File: src/imode_pkg.sv
// package: register map, field layout and carrier types for the input mode bank
package imode_pkg;

  localparam int unsigned NUM_CHAN = 32;
  localparam int unsigned CHAN_PER_REG = 16;
  localparam int unsigned ADDR_W = 4;
  localparam int unsigned RES_W = 12;

  // word offsets (byte addresses)
  localparam logic [ADDR_W-1:0] OFS_MODE_LOW = 4'h0;
  localparam logic [ADDR_W-1:0] OFS_MODE_HIGH = 4'h4;
  localparam logic [ADDR_W-1:0] OFS_STATUS = 4'h8;

  // field positions inside a channel pair
  localparam int unsigned SIGN_BIT_POS = 0;
  localparam int unsigned DIFF_BIT_POS = 1;

  localparam logic [31:0] MODE_LOW_RESET = 32'h0000_0000;
  localparam logic [31:0] MODE_HIGH_RESET = 32'h0000_0000;
  localparam logic [31:0] UNMAPPED_READ = 32'h0000_0000;

  // first channel dropped in the reduced pin count build
  localparam int unsigned SMALL_PKG_FIRST_ABSENT = 19;

  // mode bits for one channel as the converter core sees them
  typedef struct packed {
    logic differential;
    logic signed_result;
  } chan_mode_t;

  // one raw conversion with its channel number
  typedef struct packed {
    logic [4:0] chan;
    logic [RES_W-1:0] raw;
  } conv_raw_t;

  // formatted conversion result
  typedef struct packed {
    logic [4:0] chan;
    logic is_signed;
    logic [31:0] value;
  } conv_out_t;

  typedef enum logic [1:0] {
    BUS_IDLE,
    BUS_ACK
  } bus_state_t;

  // mask of implemented pair bits in the high register for a given build
  function automatic logic [31:0] high_impl_mask(input logic small_pkg);
    logic [31:0] m;
    m = 32'hFFFF_FFFF;
    if (small_pkg)
      m = 32'hFFFF_FFFF >> (32 - 2 * (SMALL_PKG_FIRST_ABSENT - CHAN_PER_REG));
    return m;
  endfunction

endpackage

File: src/imode_bank_reg.sv
// register holding one bank of sixteen channel mode pairs
`timescale 1ns/1ps
module imode_bank_reg
  import imode_pkg::*;
#(
  parameter logic [31:0] RESET_VAL = 32'h0000_0000,
  parameter logic [31:0] IMPL_MASK = 32'hFFFF_FFFF
)
(
  // clock and reset
  input wire logic clk_sys,
  input wire logic rst,
  // write port
  input wire logic wr_en,
  input wire logic [3:0] wr_sel,
  input wire logic [31:0] wr_data,
  // stored value
  output logic [31:0] q
);

  logic [31:0] bank_r;
  logic [31:0] bank_nxt;

  always_comb
  begin
    bank_nxt = bank_r;
    for (int b = 0; b < 4; b++)
    begin
      if (wr_en && wr_sel[b])
        bank_nxt[8*b +: 8] = wr_data[8*b +: 8];
    end
    // absent bits never hold a one
    bank_nxt = bank_nxt & IMPL_MASK;
  end

  always_ff @(posedge clk_sys)
  begin
    if (rst)
      bank_r <= RESET_VAL & IMPL_MASK;
    else
      bank_r <= bank_nxt;
  end

  assign q = bank_r;

endmodule

File: src/imode_cfg.sv
// input mode configuration bank: wishbone slave, per-channel mode outputs
`timescale 1ns/1ps

// ****************************************************************
// Overview of operation
// ****************************************************************
// Overview of operation
// - diff bit one selects differential sampling
// - sign bit one selects signed result
// - low register: channel n diff 2n+1, sign 2n
// - high register holds channels 16 to 31
// - all mode bits read/write except channels 19 to 31 in the small build, reset to zero
// - small build drops channels 19 to 31
module imode_cfg
  import imode_pkg::*;
#(
  parameter bit SMALL_PKG = 1'b0
)
(
  // clock and reset
  input wire logic clk_sys,
  input wire logic rst,
  // wishbone classic slave
  input wire logic wb_cyc_i,
  input wire logic wb_stb_i,
  input wire logic wb_we_i,
  input wire logic [ADDR_W-1:0] wb_adr_i,
  input wire logic [3:0] wb_sel_i,
  input wire logic [31:0] wb_dat_i,
  output logic [31:0] wb_dat_o,
  output logic wb_ack_o,
  // per-channel settings to the converter core
  output logic [NUM_CHAN-1:0] chan_differential_sel,
  output logic [NUM_CHAN-1:0] chan_signed_result_sel,
  // conversion results from the core, formatted per channel
  input wire logic conv_valid,
  input wire conv_raw_t conv_raw,
  output chan_mode_t conv_mode,
  output logic res_valid,
  output conv_out_t res_out
);

  // ****************************************************************
  // bus decode
  // ****************************************************************
  bus_state_t bus_state_r;
  logic req;
  logic wr_low;
  logic wr_high;
  logic [31:0] low_q;
  logic [31:0] high_q;
  logic [31:0] rd_mux;
  logic [31:0] dat_o_r;
  logic [31:0] status_word;
  logic [5:0] diff_count;
  logic [5:0] sign_count;

  // one request per idle cycle; ack stands one cycle, then drops
  assign req = wb_cyc_i && wb_stb_i && (bus_state_r == BUS_IDLE);
  assign wr_low = req && wb_we_i && (wb_adr_i == OFS_MODE_LOW);
  assign wr_high = req && wb_we_i && (wb_adr_i == OFS_MODE_HIGH);

  always_ff @(posedge clk_sys)
  begin
    if (rst)
      bus_state_r <= BUS_IDLE;
    else
    begin
      case (bus_state_r)
        BUS_IDLE:
          if (req)
            bus_state_r <= BUS_ACK;
        BUS_ACK:
          bus_state_r <= BUS_IDLE;
        default:
          bus_state_r <= BUS_IDLE;
      endcase
    end
  end

  assign wb_ack_o = (bus_state_r == BUS_ACK);

  // ****************************************************************
  // mode registers
  // ****************************************************************
  imode_bank_reg #(
    .RESET_VAL(MODE_LOW_RESET),
    .IMPL_MASK(32'hFFFF_FFFF)
  ) u_low (
    .clk_sys(clk_sys),
    .rst(rst),
    .wr_en(wr_low),
    .wr_sel(wb_sel_i),
    .wr_data(wb_dat_i),
    .q(low_q)
  );

  // absent bits in the small build are not stored and read as zero
  imode_bank_reg #(
    .RESET_VAL(MODE_HIGH_RESET),
    .IMPL_MASK(high_impl_mask(SMALL_PKG))
  ) u_high (
    .clk_sys(clk_sys),
    .rst(rst),
    .wr_en(wr_high),
    .wr_sel(wb_sel_i),
    .wr_data(wb_dat_i),
    .q(high_q)
  );

  // ****************************************************************
  // per-channel fan-out
  // ****************************************************************
  always_comb
  begin
    for (int n = 0; n < CHAN_PER_REG; n++)
    begin
      chan_differential_sel[n] = low_q[2*n + DIFF_BIT_POS];
      chan_signed_result_sel[n] = low_q[2*n + SIGN_BIT_POS];
      chan_differential_sel[n + CHAN_PER_REG] = high_q[2*n + DIFF_BIT_POS];
      chan_signed_result_sel[n + CHAN_PER_REG] = high_q[2*n + SIGN_BIT_POS];
    end
  end

  // mode of the channel now converting, for the core's front end
  always_comb
  begin
    conv_mode.differential = chan_differential_sel[conv_raw.chan];
    conv_mode.signed_result = chan_signed_result_sel[conv_raw.chan];
  end

  // ****************************************************************
  // status word: count of differential and signed channels
  // ****************************************************************
  always_comb
  begin
    diff_count = 6'h00;
    sign_count = 6'h00;
    for (int n = 0; n < NUM_CHAN; n++)
    begin
      diff_count = diff_count + {5'h00, chan_differential_sel[n]};
      sign_count = sign_count + {5'h00, chan_signed_result_sel[n]};
    end
  end

  assign status_word = {15'h0000, SMALL_PKG, 2'b00, sign_count, 2'b00, diff_count};

  // ****************************************************************
  // read data
  // ****************************************************************
  always_comb
  begin
    case (wb_adr_i)
      OFS_MODE_LOW: rd_mux = low_q;
      OFS_MODE_HIGH: rd_mux = high_q;
      OFS_STATUS: rd_mux = status_word;
      default: rd_mux = UNMAPPED_READ;
    endcase
  end

  always_ff @(posedge clk_sys)
  begin
    if (rst)
      dat_o_r <= 32'h0000_0000;
    else if (req && !wb_we_i)
      dat_o_r <= rd_mux;
  end

  assign wb_dat_o = dat_o_r;

  // ****************************************************************
  // result formatting
  // ****************************************************************
  imode_result_fmt u_fmt (
    .clk_sys(clk_sys),
    .rst(rst),
    .in_valid(conv_valid),
    .in_raw(conv_raw),
    .in_mode(conv_mode),
    .out_valid(res_valid),
    .out_res(res_out)
  );

endmodule

File: src/imode_result_fmt.sv
// formats a raw conversion as unsigned magnitude or two's complement
`timescale 1ns/1ps
module imode_result_fmt
  import imode_pkg::*;
(
  // clock and reset
  input wire logic clk_sys,
  input wire logic rst,
  // raw result and the mode of its channel
  input wire logic in_valid,
  input wire conv_raw_t in_raw,
  input wire chan_mode_t in_mode,
  // formatted result
  output logic out_valid,
  output conv_out_t out_res
);

  logic out_valid_r;
  conv_out_t out_res_r;

  // signed: recentre the midscale code at zero and sign extend
  function automatic logic [31:0] to_twos(input logic [RES_W-1:0] raw);
    logic [RES_W-1:0] flipped;
    flipped = {~raw[RES_W-1], raw[RES_W-2:0]};
    return {{(32-RES_W){flipped[RES_W-1]}}, flipped};
  endfunction

  always_ff @(posedge clk_sys)
  begin
    if (rst)
      out_valid_r <= 1'b0;
    else
      out_valid_r <= in_valid;
  end

  always_ff @(posedge clk_sys)
  begin
    if (rst)
      out_res_r <= '0;
    else if (in_valid)
    begin
      out_res_r.chan <= in_raw.chan;
      out_res_r.is_signed <= in_mode.signed_result;
      if (in_mode.signed_result)
        out_res_r.value <= to_twos(in_raw.raw);
      else
        out_res_r.value <= {{(32-RES_W){1'b0}}, in_raw.raw};
    end
  end

  assign out_valid = out_valid_r;
  assign out_res = out_res_r;

endmodule
File: config.mk
export PLATFORM = sky130hd
export DESIGN_NAME = imode_cfg
export DESIGN_NICKNAME = d
export VERILOG_FILES = /design/src/imode_pkg.sv /design/src/imode_bank_reg.sv /design/src/imode_cfg.sv /design/src/imode_result_fmt.sv
export SDC_FILE = /design/constraint.sdc
export NUM_CORES = 1
export LEC_CHECK = 0
export BUFFER_PORTS_ARGS = -buffer_cell sky130_fd_sc_hd__buf_4
export CORE_UTILIZATION = 57
export CTS_CLUSTER_SIZE = 14
export DETAILED_ROUTE_END_ITERATION = 16
export PLACE_DENSITY = 0.87
export REMOVE_ABC_BUFFERS = 1
export SLEW_MARGIN = 20
export SYNTH_ARGS = -nofsm -noshare
export SYNTH_HDL_FRONTEND = slang
export SYNTH_SLANG_ARGS = --single-unit
export TNS_END_PERCENT = 20
File: constraint.sdc
create_clock -name clk_sys -period 12.55 [get_ports clk_sys]
set_input_delay 1.255 -clock clk_sys [delete_from_list [all_inputs] [get_ports clk_sys]]
set_output_delay 1.255 -clock clk_sys [all_outputs]
set_load 0.01 [all_outputs]
== After elaboration in Yosys (flattened, before gate mapping) ==
Index checks and enable logic that the tools add are counted.

* Bits of input ports: 63
* ROM bits: 0
* Memories: 0
* Bits in writable memories: 0
* Bits in latches: 0
* Register bits after elaboration: 136
* Word-level logic and storage cells: 105

* Eq/ne operators: 2
* Bitwise operators: 2
* Add/sub/neg operators: 62
* Shifts and indexed selects: 0
* $mul: 0
* Muxes and demuxes: 6
* Reductions and logical operators: 18
* Div/mod/pow operators: 0
* Magnitude comparators: 1

{| class="wikitable"
|+ Operators by type and width
! cell !! count
|-
| 6-bit by 1-bit adder with 6-bit output || 52
|-
| 32-bit case mux with 3 select lines || 1
|-
| 32-bit two-way mux || 1
|-
| 1-bit logical AND || 14
|-
| 5-bit by 1-bit adder with 6-bit output || 2
|-
| 4-bit by 1-bit adder with 5-bit output || 2
|-
| 1-bit binary-select mux with 5-bit select || 2
|-
| 3-bit by 1-bit adder with 4-bit output || 2
|-
| 2-bit by 1-bit adder with 3-bit output || 2
|-
| 5-bit by 6-bit less-than comparator with 1-bit output (second input constant) || 1
|-
| 1-bit by 1-bit adder with 2-bit output || 2
|-
| 4-bit by 3-bit == test with 1-bit output (second input constant) || 1
|-
| 4-bit == test (second input constant) || 1
|-
| 4-bit zero test || 1
|-
| 2-bit zero test || 1
|-
| 1-bit two-way mux || 2
|-
| 1-bit inverter || 2
|-
| 2-bit OR reduction || 1
|-
| 1-bit zero test || 1
|}

== Longest topological paths before layout ==
Gate-level depths: netlist of the first run.

* Word-level depth: 32
* Gate-level depth with buffers: 16
* Gate-level depth less buffers: 16

== Hierarchy ==
From an unflattened synthesis of the first run, not the netlist that was laid out.

* Cells, all modules: 814
* Area total of the unflattened synthesis: 7704.9 um^2

{| class="wikitable"
|+ Modules (own cells, without submodules)
! module !! cells an instance !! sequential area each (um^2) !! area an instance (um^2) !! instances
|-
| imode_cfg || 438 || 660.6 || 3922.5 || 1
|-
| imode_bank_reg || 146 || 640.6 || 1463.9 || 2
|-
| imode_result_fmt || 84 || 400.4 || 854.6 || 1
|}

== Worst setup path before layout of the first run ==
Ideal clock, no wire load.

* Path type: reg-to-reg
* Start: register u_low.bank_r[0], in the netlist u_low.q[0]
* End: register dat_o_r[12], in the netlist wb_dat_o[12]
* Clock period less this slack: 4813 ps
* Setup time: 132 ps
* Path buffers: 0
* Slack: 7737 ps
* Arrival: 4681 ps
* Required time: 12418 ps
* Cell stages (with the launch flop): 17
* Cells stage by stage: dfxtp_1 -> inv_1 -> fa_1 -> fa_1 -> fa_1 -> fa_1 -> fa_1 -> fa_1 -> inv_1 -> ha_1 -> inv_1 -> fa_1 -> nor2b_1 -> o21ai_0 -> and4_1 -> o31ai_1 -> a21oi_1

* Longest elaborated chain between the ends: 32

{| class="wikitable"
|+ RTL lines
! what !! RTL line !! source
|-
| start: declaration || imode_bank_reg.sv:21 || <nowiki>logic [31:0] bank_r;</nowiki>
|-
| start signal: assignment || imode_bank_reg.sv:39 || <nowiki>bank_r <= RESET_VAL & IMPL_MASK;</nowiki>
|-
| start signal: assignment || imode_bank_reg.sv:41 || <nowiki>bank_r <= bank_nxt;</nowiki>
|-
| 1-bit by 1-bit adder with 2-bit output || imode_cfg.sv:142 || <nowiki>sign_count = sign_count + {5'h00, chan_signed_result_sel[n]};</nowiki>
|-
| 2-bit by 1-bit adder with 3-bit output || imode_cfg.sv:142 ||
|-
| 3-bit by 1-bit adder with 4-bit output || imode_cfg.sv:142 ||
|-
| 4-bit by 1-bit adder with 5-bit output || imode_cfg.sv:142 ||
|-
| 5-bit by 1-bit adder with 6-bit output || imode_cfg.sv:142 ||
|-
| 6-bit by 1-bit adder with 6-bit output (26 in series) || imode_cfg.sv:142 ||
|-
| 32-bit case mux with 3 select lines || imode_cfg.sv:153 || <nowiki>case (wb_adr_i)</nowiki>
|-
| end signal: assignment || imode_cfg.sv:166 || <nowiki>dat_o_r <= rd_mux;</nowiki>
|-
| end: declaration || imode_cfg.sv:53 || <nowiki>logic [31:0] dat_o_r;</nowiki>
|}

Every way passes these cells.
A chain may end at the register's enable or synchronous reset.

== Worst setup path after layout of the first run ==
* Start: register u_low.bank_r[1], in the netlist u_low.q[1]
* End: register dat_o_r[4], in the netlist wb_dat_o[4]

* Longest elaborated chain between the ends: 32

{| class="wikitable"
|+ RTL lines
! what !! RTL line !! source
|-
| 1-bit by 1-bit adder with 2-bit output || imode_cfg.sv:141 || <nowiki>diff_count = diff_count + {5'h00, chan_differential_sel[n]};</nowiki>
|-
| 2-bit by 1-bit adder with 3-bit output || imode_cfg.sv:141 ||
|-
| 3-bit by 1-bit adder with 4-bit output || imode_cfg.sv:141 ||
|-
| 4-bit by 1-bit adder with 5-bit output || imode_cfg.sv:141 ||
|-
| 5-bit by 1-bit adder with 6-bit output || imode_cfg.sv:141 ||
|-
| 6-bit by 1-bit adder with 6-bit output (26 in series) || imode_cfg.sv:141 ||
|-
| 32-bit case mux with 3 select lines || imode_cfg.sv:153 ||
|}

Every way passes these cells.

==> results of run 1 <==
-- layout by cell type (no fill, tap or decap), drive strengths merged --
cell type | Yosys | layout
a2111oi | 1 | 1
a211oi | 4 | 4
a21o | 2 | 2
a21oi | 97 | 97
a22oi | 10 | 10
and2 | 5 | 5
and4 | 2 | 2
buf | 39 | 204
bufinv | 0 | 2
clkbuf | 25 | 25
clkinv | 0 | 2
dfxtp | 117 | 117
fa | 48 | 48
ha | 15 | 15
inv | 102 | 102
mux2 | 1 | 1
mux2i | 62 | 62
mux4 | 10 | 10
nand2 | 113 | 113
nand2b | 4 | 4
nand3 | 37 | 37
nand3b | 3 | 3
nand4 | 3 | 3
nor2 | 54 | 54
nor2b | 5 | 5
nor3 | 22 | 22
nor4 | 2 | 2
nor4b | 1 | 1
o211ai | 3 | 3
o21a | 1 | 1
o21ai | 8 | 8
o22ai | 4 | 4
o31ai | 2 | 2
or3 | 1 | 1
xnor2 | 2 | 2
xor2 | 2 | 2
-- through the flow --
stage	utilization	power [mW]	setup slack [ns]	cell area [sq um]
after floorplan	-	0.4113	7.744	6653
after global placement	0.6998	0.4603	7.665	8371
after detailed placement	0.6998	0.4616	7.521	8371
after CTS	0.7479	0.9298	7.452	8946
after global routing	0.7479	0.9517	7.181	8946
final	0.7479	0.9303	7.465	8946
-- worst max-delay path by stage --
stage | start | cells past startpoint | end | slack, ns
floorplan | u_low.q[0] | 16 | wb_dat_o[12] | 7.74
global placement | u_low.q[0] | 16 | wb_dat_o[12] | 7.67
detailed placement | u_low.q[1] | 16 | wb_dat_o[4] | 7.52
CTS | u_low.q[1] | 16 | wb_dat_o[4] | 7.45
global route | u_low.q[1] | 16 | wb_dat_o[4] | 7.18
finish | u_low.q[1] | 16 | wb_dat_o[4] | 7.47
-- worst reg2reg max path: cells and delay by family (launching register included) --
| family | cells | cell delay, ns |
|---|---|---|
| fa+ha+maj | 8 | 3.55 |
| compound gates | 3 | 0.42 |
| buf+inv | 3 | 0.23 |
| flops | 1 | 0.39 |
| simple gates | 2 | 0.35 |
-- routing by layer --
metal	track usage	up-vias	share of wire
met5	0	-	0
met4	0.1271	0	0.028
met3	0.06695	53	0.087
met2	0.5671	338	0.50
met1	0.4128	3158	0.39
li1	-	2948	-
-- synthesized netlist by cell type, drive strengths merged --
master	count
nor2	54
o21a	1
ha	15
xnor2	2
nand3	37
a21oi	97
or3	1
o211ai	3
o22ai	4
a21o	2
fa	48
buf	39
nand3b	3
xor2	2
and2	5
nand2	113
a22oi	10
nand4	3
mux4	10
mux2	1
nor4b	1
inv	102
mux2i	62
dfxtp	117
a211oi	4
clkbuf	25
a2111oi	1
o31ai	2
and4	2
o21ai	8
nor2b	5
nor4	2
nand2b	4
nor3	22
-- flip-flops by register name, summed over array words and instances (netlist names) --
name / flops
bus_state_r: 1
u_fmt.out_res: 19
u_fmt.out_valid: 1
u_high.q: 32
u_low.q: 32
wb_dat_o: 32
-- cells by family after synthesis --
group                      synth area share
AOI/OAI and AO/OA                    0.1064
xor gates and xnor gates           0.005015
adders and majority gates            0.1644
buffers and inverters                0.1026
DFF                                  0.3352
muxes                                0.1243
and+or+nand+nor                      0.1621
-- power by group --
| part | total, mW | switching (mW) | internal, mW |
|---|---|---|---|
| Sequential | 0.380 | 0.00327 | 0.376 |
| Clock | 0.475 | 0.160 | 0.314 |
| Combinational | 0.0759 | 0.0422 | 0.0337 |
| Total | 0.930 | 0.206 | 0.725 |
-- final cells by class --
type | instances | area share
multi-input cells | 524 | 0.4393
well taps | 147 | 0.02056
clock buffers | 25 | 0.05650
flip-flops and latches | 117 | 0.2618
inverters | 102 | 0.04280
clock inverters | 4 | 0.007832
repair buffers | 204 | 0.1712
==> key figures, run 1 <==
Status
  – Status: finished clean

Clock tree
  – Max Root-Sink Buffers: 2
  – Setup Fix Bufs, Post-CTS: 0
  – CTS Root Buffer Type: sky130_fd_sc_hd__clkbuf_16
  – Maximum level of the CTS H-tree: 4
  – Num CTS Buffers: 17
  – Total number of clock tree sinks: 117
  – Worst skew pair latency: 0.41 ns
  – Number of instances resized during post-cts repair: 0
  – Number of buffers added to fix hold violations after cts: 0
  – CTS tree: built
  – Clk pin slew, worst setup/hold paths: 0.05 ns

Route
  – Routed via count divided by cell count: 5.785
  – Remaining routing DRC violations: 0
  – Via count: 6497
  – Routed WL per cell: 18.40 um
  – Count of nets left with antenna violations after detail routing: 0
  – Violation count after the first detailed-routing iteration: 556
  – Number of search-and-repair iterations in the first detailed-routing pass: 6
  – Overall routed net length: 20670 um

Timing
  – Worst-margin pin slew: 0.8254 ns
  – Final period util: 0.4052
  – Unrepaired setup endpoints after global routing: false
  – Final Skew: 0.005575 ns
  – Number of failing setup endpoints in the final timing report: 0
  – Setup TNS Final: 0 ns
  – Max Freq: 196.7 MHz
  – Final hold violation count: 0
  – Worst slew margin relative to its limit: 0.4483
  – Worst hold slack across all endpoints: 0.4792 ns
  – Count of final max-slew check failures: 0
  – Minimum clock period after layout: 5.085 ns

Critical path
  – Launch point of the worst reg-to-reg path: u_low.q[1]
  – Top fanout value on the critical path: 5
  – Ordered list of cells on the worst path: inv_1 -> fa_1 -> fa_1 -> fa_1 -> fa_1 -> fa_1 -> fa_1 -> inv_1 -> ha_1 -> inv_1 -> fa_1 -> nor2b_1 -> o21ai_0 -> and4_1 -> o31ai_1 -> a21oi_1
  – Reg2Reg Setup Slack: 7.47 ns
  – Crit. End Element: flip-flop
  – Worst stage delay on the critical path: 0.58 ns
  – Critical R2R Capture: wb_dat_o[4]
  – Endpoint required time on the critical path: 12.81 ns
  – Cell type with the highest occurrence count on the critical path: sky130_fd_sc_hd__fa_1
  – Library cell contributing the largest single delay on the critical path: sky130_fd_sc_hd__fa_1
  – Startpoint types: flip-flop
  – Worst R2R Path Depth: 16
  – Data arrival time of the worst path: 5.34 ns
  – Critical path class: flip-flop to flip-flop
  – WP buf/inv: 3
  – Family with the most delay on the worst path: adder cells

Logic synthesis
  – Sequential share of the synthesized area: 0.3352
  – Top cell type by total area after synthesis: sky130_fd_sc_hd__dfxtp_1
  – Mean Syn Cell Area: 8.658 sq um
  – Post-synthesis cell type count: 38
  – Portion of synthesized cell area occupied by the leading cell type: 0.3352
  – Synth Register Bits: 117
  – Cell types occupying the most area after synthesis: sky130_fd_sc_hd__dfxtp_1 34%, sky130_fd_sc_hd__fa_1 14%, sky130_fd_sc_hd__mux2i_1 8.9%
  – Post-synthesis cell area: 6987 sq um
  – Cells after synthesis: 807
  – Count of synthesis-stage warnings from yosys: 0

Hold path
  – WHS Path Cells: 2
  – Hold Path Sink: wb_dat_o[4]
  – Origin of the worst min-delay path: wb_dat_o[4]
  – Class of the worst hold path: flip-flop to flip-flop

GRT
  – First-pass GRT wire length: 32130 um
  – Vias in the first global route: 6329
  – Number of antenna violations at the first check in global routing: 0
  – Aggregate global-route resource usage: 0.3311
  – Gr ovfl total: 0
  – Maximum number of pins on one net before global-route repair: 78

Final layout
  – Final instance count without filler cells: 1123
  – Share of layout cells above drive strength 1: 0.2490
  – Area taken by multi-input logic gates: 3930 sq um
  – Number of fill cells: 903
  – Final Net Count: 1092
  – Layout overhead on the synthesized area: 28.04%
  – FF+latch area: 2342 sq um
  – Antenna cell count: 0

Floorplan
  – Placement Rows: 40
  – Width of the die: 112.7 um
  – DIE AREA: 12700 sq um
  – Placeable core region: 11960 sq um
  – Starting density of the core: 0.5841
  – I/O Pins: 201
  – Die boundary height: 112.7 um

Power and ir drop
  – Power density over the cells: 104.0 nW/um^2
  – Static power due to leakage: 3.927 nW
  – Worst-case vdd ir drop: 0.09770 mV

Run
  – Count of maximum capacitance violations: 0

Place
  – Final weighted congestion in routability-driven placement: 0.9065
  – Port buffer count: 200
  – Number of cells after detailed placement: 1094
  – Total half-perimeter wirelength after legalization and detailed placement: 14690 um
Power figures use the tool's default switching activity.
==> inputs of run 2 (changes only) <==
--- a/config.mk
+++ b/config.mk
@@ -6,10 +6,10 @@
 export NUM_CORES = 1
 export LEC_CHECK = 0
 export BUFFER_PORTS_ARGS = -buffer_cell sky130_fd_sc_hd__buf_4
-export CORE_UTILIZATION = 57
+export CORE_UTILIZATION = 53
 export CTS_CLUSTER_SIZE = 14
 export DETAILED_ROUTE_END_ITERATION = 16
-export PLACE_DENSITY = 0.87
+export PLACE_DENSITY = 0.81
 export REMOVE_ABC_BUFFERS = 1
 export SLEW_MARGIN = 20
 export SYNTH_ARGS = -nofsm -noshare
==> constraint.sdc (replaced) <==
create_clock -name clk_sys -period 5.2 [get_ports clk_sys]
set_input_delay 0.52 -clock clk_sys [delete_from_list [all_inputs] [get_ports clk_sys]]
set_output_delay 0.52 -clock clk_sys [all_outputs]
set_load 0.01 [all_outputs]
==> key figures, run 2 (same netlist as run 1, synthesis figures left out) <==
Route
  – Routed WL per cell: 18.16 um (-1.3%)
  – Via count: 6471 (-0.40%)
  – Routed via count divided by cell count: 5.598 (-3.2%)
  – Violation count after the first detailed-routing iteration: 467 (-16%)
  – Number of search-and-repair iterations in the first detailed-routing pass: 6 (unchanged)
  – Met2 wire len: 10330 um (+0.24%)
  – Post-Route M1 WL: 8355 um (+4.5%)
  – Remaining routing DRC violations: 0 (unchanged)
  – Overall routed net length: 20990 um (+1.6%)
  – Top Metal Used: met4
  – Routed met3 length: 1743 um (-2.6%)
  – Count of nets left with antenna violations after detail routing: 0 (unchanged)

Final layout
  – Antenna cell count: 0 (unchanged)
  – Most frequent cells in the layout: 209 x sky130_fd_sc_hd__buf_4, 113 x sky130_fd_sc_hd__nand2_1, 108 x sky130_fd_sc_hd__dfxtp_1
  – Final Net Count: 1097 (+0.46%)
  – Leading cell type in the layout, fill and taps excluded: sky130_fd_sc_hd__buf_4
  – Layout overhead on the synthesized area: 30.55%
  – Final design instance area without fill: 9121 sq um (+2.0%)
  – Share of layout cells above drive strength 1: 0.2642 (+0.01525)

Power and ir drop
  – Worst-case vdd ir drop: 0.3092 mV (+220%)
  – Combinational Power Share: 0.076 (-0.006)
  – Net switching power of the design: 516.8 uW (+150%)
  – Clock network fraction of design power: 0.547 (+0.037)
  – Sw Ratio: 0.2128 (-0.008417)
  – Internal power summed over all cells: 1.911 mW (+160%)
  – Power density over the cells: 266.2 nW/um^2 (+160%)
  – Static power due to leakage: 3.989 nW (+1.6%)
  – Share of total power in sequential cells: 0.377 (-0.031)

Critical path
  – Endpoint required time on the critical path: 5.47 ns (-7.34 ns)
  – Critical path class: flip-flop to flip-flop
  – Top fanout value on the critical path: 5 (unchanged)
  – Startpoint types: flip-flop
  – Crit. End Element: flip-flop
  – Worst stage delay on the critical path: 0.58 ns (about the same)
  – Data arrival time of the worst path: 5.26 ns (-0.08 ns)
  – Library cell contributing the largest single delay on the critical path: sky130_fd_sc_hd__fa_1
  – Family with the most delay on the worst path: adder cells
  – Cell type with the highest occurrence count on the critical path: sky130_fd_sc_hd__fa_1
  – WP buf/inv: 3 (unchanged)
  – Ordered list of cells on the worst path: inv_1 -> fa_1 -> fa_1 -> fa_1 -> fa_1 -> fa_1 -> fa_1 -> inv_1 -> ha_1 -> inv_1 -> fa_1 -> nor2b_1 -> o21ai_0 -> and4_1 -> o31ai_2 -> a21oi_1

Timing
  – Number of failing setup endpoints in the final timing report: 0 (unchanged)
  – Final hold violation count: 0 (unchanged)
  – Unrepaired setup endpoints after global routing: false
  – Worst hold slack across all endpoints: 0.3336 ns (-0.1456 ns)
  – Final period util: 0.9606 (+0.5555)
  – Minimum clock period after layout: 4.995 ns (-0.08970 ns)
  – Max Freq: 200.2 MHz (+1.8%)
  – Setup TNS Final: 0 ns (unchanged)
  – Worst-margin pin slew: 0.8846 ns (+0.05919 ns)
  – Post-layout worst setup margin: 0.2047 ns (-7.260 ns)
  – Final Skew: 0.009742 ns (+0.004167 ns)
  – Count of final max-slew check failures: 0 (unchanged)
  – Worst slew margin relative to its limit: 0.4087 (-0.03957)

GRT
  – Vias in the first global route: 6121 (-3.3%)
  – Aggregate global-route resource usage: 0.3148 (-0.01627)
  – First-pass GRT wire length: 31770 um (-1.1%)
  – Maximum number of pins on one net before global-route repair: 81 (+3.8%)
  – Number of antenna violations at the first check in global routing: 0 (unchanged)
  – Gr ovfl total: 0 (unchanged)

Floorplan
  – Placeable core region: 12720 sq um (+6.4%)
  – Width of the die: 116.8 um (+3.6%)
  – I/O Pins: 201 (unchanged)
  – Starting density of the core: 0.5492 (-0.03493)
  – Placement Rows: 41 (+2.5%)
  – Die boundary height: 116.8 um (+3.6%)
  – DIE AREA: 13650 sq um (+7.4%)

Clock tree
  – Worst skew pair latency: 0.42 ns (about the same)
  – Setup Fix Bufs, Post-CTS: 0 (unchanged)
  – Clk pin slew, worst setup/hold paths: 0.06 ns (about the same)
  – CTS Root Buffer Type: sky130_fd_sc_hd__clkbuf_16
  – Maximum level of the CTS H-tree: 4 (unchanged)
  – Total number of clock tree sinks: 117 (unchanged)
  – Num CTS Buffers: 17 (unchanged)
  – CTS tree: built
  – Max Root-Sink Buffers: 2 (unchanged)

Place
  – Final weighted congestion in routability-driven placement: 0.9226 (+1.8%)
  – Total half-perimeter wirelength after legalization and detailed placement: 14940 um (+1.7%)
  – DP Area: 8439 sq um (+0.82%)
  – Place WS: 0.1842 ns (-7.337 ns)
  – Port buffer count: 200 (unchanged)

Hold path
  – Class of the worst hold path: input pin to flip-flop

Status
  – Status: finished clean

Run
  – Count of maximum capacitance violations: 0 (unchanged)
-- run 2: cell count changes in the layout (fill, tap and decap cells not counted) --
cell                         previous run  this run
sky130_fd_sc_hd__clkbuf_8               5         2
sky130_fd_sc_hd__bufinv_16              2         6
sky130_fd_sc_hd__buf_4                204       209
sky130_fd_sc_hd__o31ai_1                2         1
sky130_fd_sc_hd__clkinvlp_4             0         1
sky130_fd_sc_hd__clkbuf_1               3         4
sky130_fd_sc_hd__dfxtp_1              117       108
sky130_fd_sc_hd__o31ai_2                0         1
sky130_fd_sc_hd__dfxtp_2                0         9
-- run 2: worst reg2reg max path: cells and delay by family, from the launching register on --
kind,cells,cell delay (ns)
buf+inv,3,0.19
fa+ha+maj,8,3.52
simple gates,2,0.36
flops,1,0.38
compound gates,3,0.40
-- run 2: cell type report --
class / count / area, sq um
multi-input combinational: 524 / 3935
fill: 1024 / 3601
sequential: 117 / 2354
timing repair buffer: 209 / 1569
clock buffer: 23 / 467.9
inverter: 102 / 382.9
tap: 172 / 215.2
clock inverter: 9 / 197.7
-- run 2: what timing repair did --
action	CTS	global route
resized for setup	0	10
setup endpoints to repair	0	2
hold buffers	0	0
-- run 2: power by group through the flow --
stage          sequential (mW)  combinational, mW  clock (mW)
2_1_floorplan            0.942             0.0510           0
3_3_place_gp             0.934              0.179           0
3_5_place_dp             0.934              0.182           0
4_1_cts                  0.916              0.183        1.33
5_1_grt                  0.917              0.196        1.38
6_report                 0.916              0.184        1.33
-- run 2: layer usage --
layer / vias to the layer above / global-route usage
li1: 2965 / -
met1: 3122 / 0.4061
met2: 328 / 0.5132
met3: 56 / 0.07106
met4: 0 / 0.1300
met5: - / 0
-- run 2: per-stage QoR --
step                      power [mW]  utilization  cells
after floorplan               0.9927            -    743
final                          2.428       0.7170   1156
after CTS                      2.431       0.7157   1156
after detailed placement       1.116       0.6634   1124
after global placement         1.113       0.6634   1124
after global routing           2.496       0.7170   1156
-- run 2: path summary, 6_finish.rpt --
| check | start | end | slack, ns | cells after the start |
|---|---|---|---|---|
| max | u_low.q[6] | wb_dat_o[12] | 0.20 | 16 |
| max reg2reg | u_low.q[6] | wb_dat_o[12] | 0.20 | 16 |
| min | conv_raw[1] | u_fmt.out_res[1] | 0.33 | 3 |
| min reg2reg | wb_dat_o[12] | wb_dat_o[12] | 0.47 | 2 |
==> inputs of run 3 (changes only) <==
--- a/config.mk
+++ b/config.mk
@@ -9,7 +9,7 @@
 export CORE_UTILIZATION = 53
 export CTS_CLUSTER_SIZE = 14
 export DETAILED_ROUTE_END_ITERATION = 16
-export PLACE_DENSITY = 0.81
+export PLACE_DENSITY = 0.91
 export REMOVE_ABC_BUFFERS = 1
 export SLEW_MARGIN = 20
 export SYNTH_ARGS = -nofsm -noshare
==> key figures, run 3 (same netlist as run 1, synthesis figures left out) <==
Status
  – Status: finished clean

Route
  – Routed via count divided by cell count: 5.679 (+1.5%)
  – Overall routed net length: 21620 um (+3.0%)
  – Violation count after the first detailed-routing iteration: 570 (+22%)
  – Remaining routing DRC violations: 0 (unchanged)
  – Count of nets left with antenna violations after detail routing: 0 (unchanged)
  – Via count: 6565 (+1.5%)
  – Number of search-and-repair iterations in the first detailed-routing pass: 8 (+2)
  – Routed WL per cell: 18.70 um (+3.0%)

Clock tree
  – Clk pin slew, worst setup/hold paths: 0.06 ns (about the same)
  – CTS tree: built
  – Maximum level of the CTS H-tree: 4 (unchanged)
  – Setup Fix Bufs, Post-CTS: 0 (unchanged)
  – Total number of clock tree sinks: 117 (unchanged)
  – Max Root-Sink Buffers: 2 (unchanged)
  – CTS Root Buffer Type: sky130_fd_sc_hd__clkbuf_16
  – Num CTS Buffers: 17 (unchanged)
  – Worst skew pair latency: 0.43 ns (about the same)

Hold path
  – Class of the worst hold path: input pin to flip-flop

Power and ir drop
  – Worst-case vdd ir drop: 0.1710 mV (-45%)
  – Power density over the cells: 254.2 nW/um^2 (-4.5%)
  – Static power due to leakage: 3.965 nW (-0.58%)

Floorplan
  – DIE AREA: 13650 sq um (unchanged)
  – Starting density of the core: 0.5492 (unchanged)
  – Placeable core region: 12720 sq um (unchanged)
  – I/O Pins: 201 (unchanged)
  – Placement Rows: 41 (unchanged)
  – Width of the die: 116.8 um (unchanged)
  – Die boundary height: 116.8 um (unchanged)

Final layout
  – Share of layout cells above drive strength 1: 0.2724 (+0.008130)
  – Leading cell type in the layout, fill and taps excluded: sky130_fd_sc_hd__buf_4
  – Layout overhead on the synthesized area: 29.91%
  – Final Net Count: 1097 (unchanged)
  – Most frequent cells in the layout: 209 x sky130_fd_sc_hd__buf_4, 113 x sky130_fd_sc_hd__nand2_1, 103 x sky130_fd_sc_hd__dfxtp_1
  – Antenna cell count: 0 (unchanged)
  – Final instance count without filler cells: 1156 (unchanged)

Place
  – Port buffer count: 200 (unchanged)
  – Number of cells after detailed placement: 1124 (unchanged)
  – Total half-perimeter wirelength after legalization and detailed placement: 15300 um (+2.4%)
  – Final weighted congestion in routability-driven placement: 0.9130 (-1.0%)

Critical path
  – Top fanout value on the critical path: 5 (unchanged)
  – Launch point of the worst reg-to-reg path: u_high.q[15]
  – Critical R2R Capture: wb_dat_o[4]
  – Critical Path Source: u_high.q[15]
  – Endpoint required time on the critical path: 5.49 ns (+0.02 ns)
  – Startpoint types: flip-flop
  – CP endpoint: wb_dat_o[4]
  – Data arrival time of the worst path: 5.31 ns (+0.05 ns)
  – Critical path class: flip-flop to flip-flop
  – Worst R2R Path Depth: 16 (unchanged)
  – Crit. End Element: flip-flop
  – Reg2Reg Setup Slack: 0.18 ns (-0.02 ns)

GRT
  – Number of antenna violations at the first check in global routing: 0 (unchanged)
  – First-pass GRT wire length: 33140 um (+4.3%)
  – Gr ovfl total: 0 (unchanged)
  – Vias in the first global route: 6611 (+8.0%)
  – Maximum number of pins on one net before global-route repair: 71 (-12%)
  – Aggregate global-route resource usage: 0.3272 (+0.01245)

Timing
  – Max Freq: 199.2 MHz (-0.47%)
  – Final period util: 0.9652 (+0.004553)
  – Worst-margin pin slew: 0.9679 ns (+0.08326 ns)
  – Number of failing setup endpoints in the final timing report: 0 (unchanged)
  – Final Skew: 0.007283 ns (-0.002459 ns)
  – Unrepaired setup endpoints after global routing: false
  – Worst slew margin relative to its limit: 0.3531 (-0.05565)
  – Setup TNS Final: 0 ns (unchanged)
  – Count of final max-slew check failures: 0 (unchanged)
  – Final hold violation count: 0 (unchanged)
  – Minimum clock period after layout: 5.019 ns (+0.02368 ns)

Run
  – Count of maximum capacitance violations: 0 (unchanged)
==> run 3: changes by cell type in the layout (fill, tap and decap cells not counted), sizes merged <==
| cell | change |
|---|---|
| bufinv | -3 |
| clkinvlp | +1 |
| clkinv | +2 |
==> run 3: how the worst min path moves through the flow <==
stage | cells after the start | from | end
after floorplan | 2 | wb_dat_o[12] | wb_dat_o[12]
after global placement | 2 | wb_dat_o[12] | wb_dat_o[12]
after detailed placement | 2 | wb_dat_o[12] | wb_dat_o[12]
after CTS | 3 | conv_raw[8] | u_fmt.out_res[8]
after global routing | 3 | conv_raw[8] | u_fmt.out_res[8]
final | 3 | conv_raw[6] | u_fmt.out_res[6]
==> run 3: what timing repair did <==
action	CTS	global route
hold buffers	0	0
setup endpoints to repair	0	4
resized for setup	0	20
==> run 3: worst max-delay path, cell delays in order (launching register included) <==
cell,delay (ns)
sky130_fd_sc_hd__dfxtp_1,0.42
sky130_fd_sc_hd__inv_1,0.09
sky130_fd_sc_hd__fa_1,0.57
sky130_fd_sc_hd__fa_1,0.45
sky130_fd_sc_hd__fa_1,0.51
sky130_fd_sc_hd__fa_1,0.43
sky130_fd_sc_hd__fa_1,0.54
sky130_fd_sc_hd__fa_1,0.42
sky130_fd_sc_hd__inv_1,0.07
sky130_fd_sc_hd__ha_1,0.16
sky130_fd_sc_hd__inv_1,0.05
sky130_fd_sc_hd__fa_1,0.40
sky130_fd_sc_hd__nor2b_1,0.12
sky130_fd_sc_hd__o21ai_0,0.11
sky130_fd_sc_hd__and4_1,0.23
sky130_fd_sc_hd__o31ai_1,0.22
sky130_fd_sc_hd__a21oi_1,0.09
==> run 3: power by group <==
group / total, mW / switching [mW] / leakage (nW) / internal, mW
Clock: 1.21 / 0.421 / 0.293 / 0.787
Sequential: 0.915 / 0.00804 / 0.954 / 0.907
Combinational: 0.185 / 0.103 / 2.72 / 0.0817
==> run 3: layout make-up <==
class                           count  area [sq um]
Timing Repair Buffer              209          1569
Clock inverter                      9         125.1
Fill cell                         975          3646
Multi-Input combinational cell    524          3941
Clock buffer                       23         478.0
Sequential cell                   117          2365
Inverter                          102         382.9
Tap cell                          172         215.2
==> run 3: metal layers <==
| metal | vias to the layer above | track usage | wire, um |
|---|---|---|---|
| li1 | 2966 | - | - |
| met3 | 79 | 0.08702 | 2087 |
| met4 | 0 | 0.1873 | 796 |
| met1 | 3122 | 0.3854 | 8005 |
| met5 | - | 0 | 0 |
| met2 | 398 | 0.5428 | 10730 |
==> run 3: per-stage QoR <==
step	setup WS, ns	area [sq um]	total power [mW]	hold WS (ns)	util
after floorplan	0.3937	6653	0.9927	0.4745	-
after global placement	0.3267	8439	1.112	0.4479	0.6634
after detailed placement	0.1670	8439	1.116	0.4543	0.6634
after CTS	0.03334	9042	2.305	0.3251	0.7108
after global routing	0.006068	9076	2.370	0.3402	0.7134
final	0.1810	9076	2.308	0.3276	0.7134
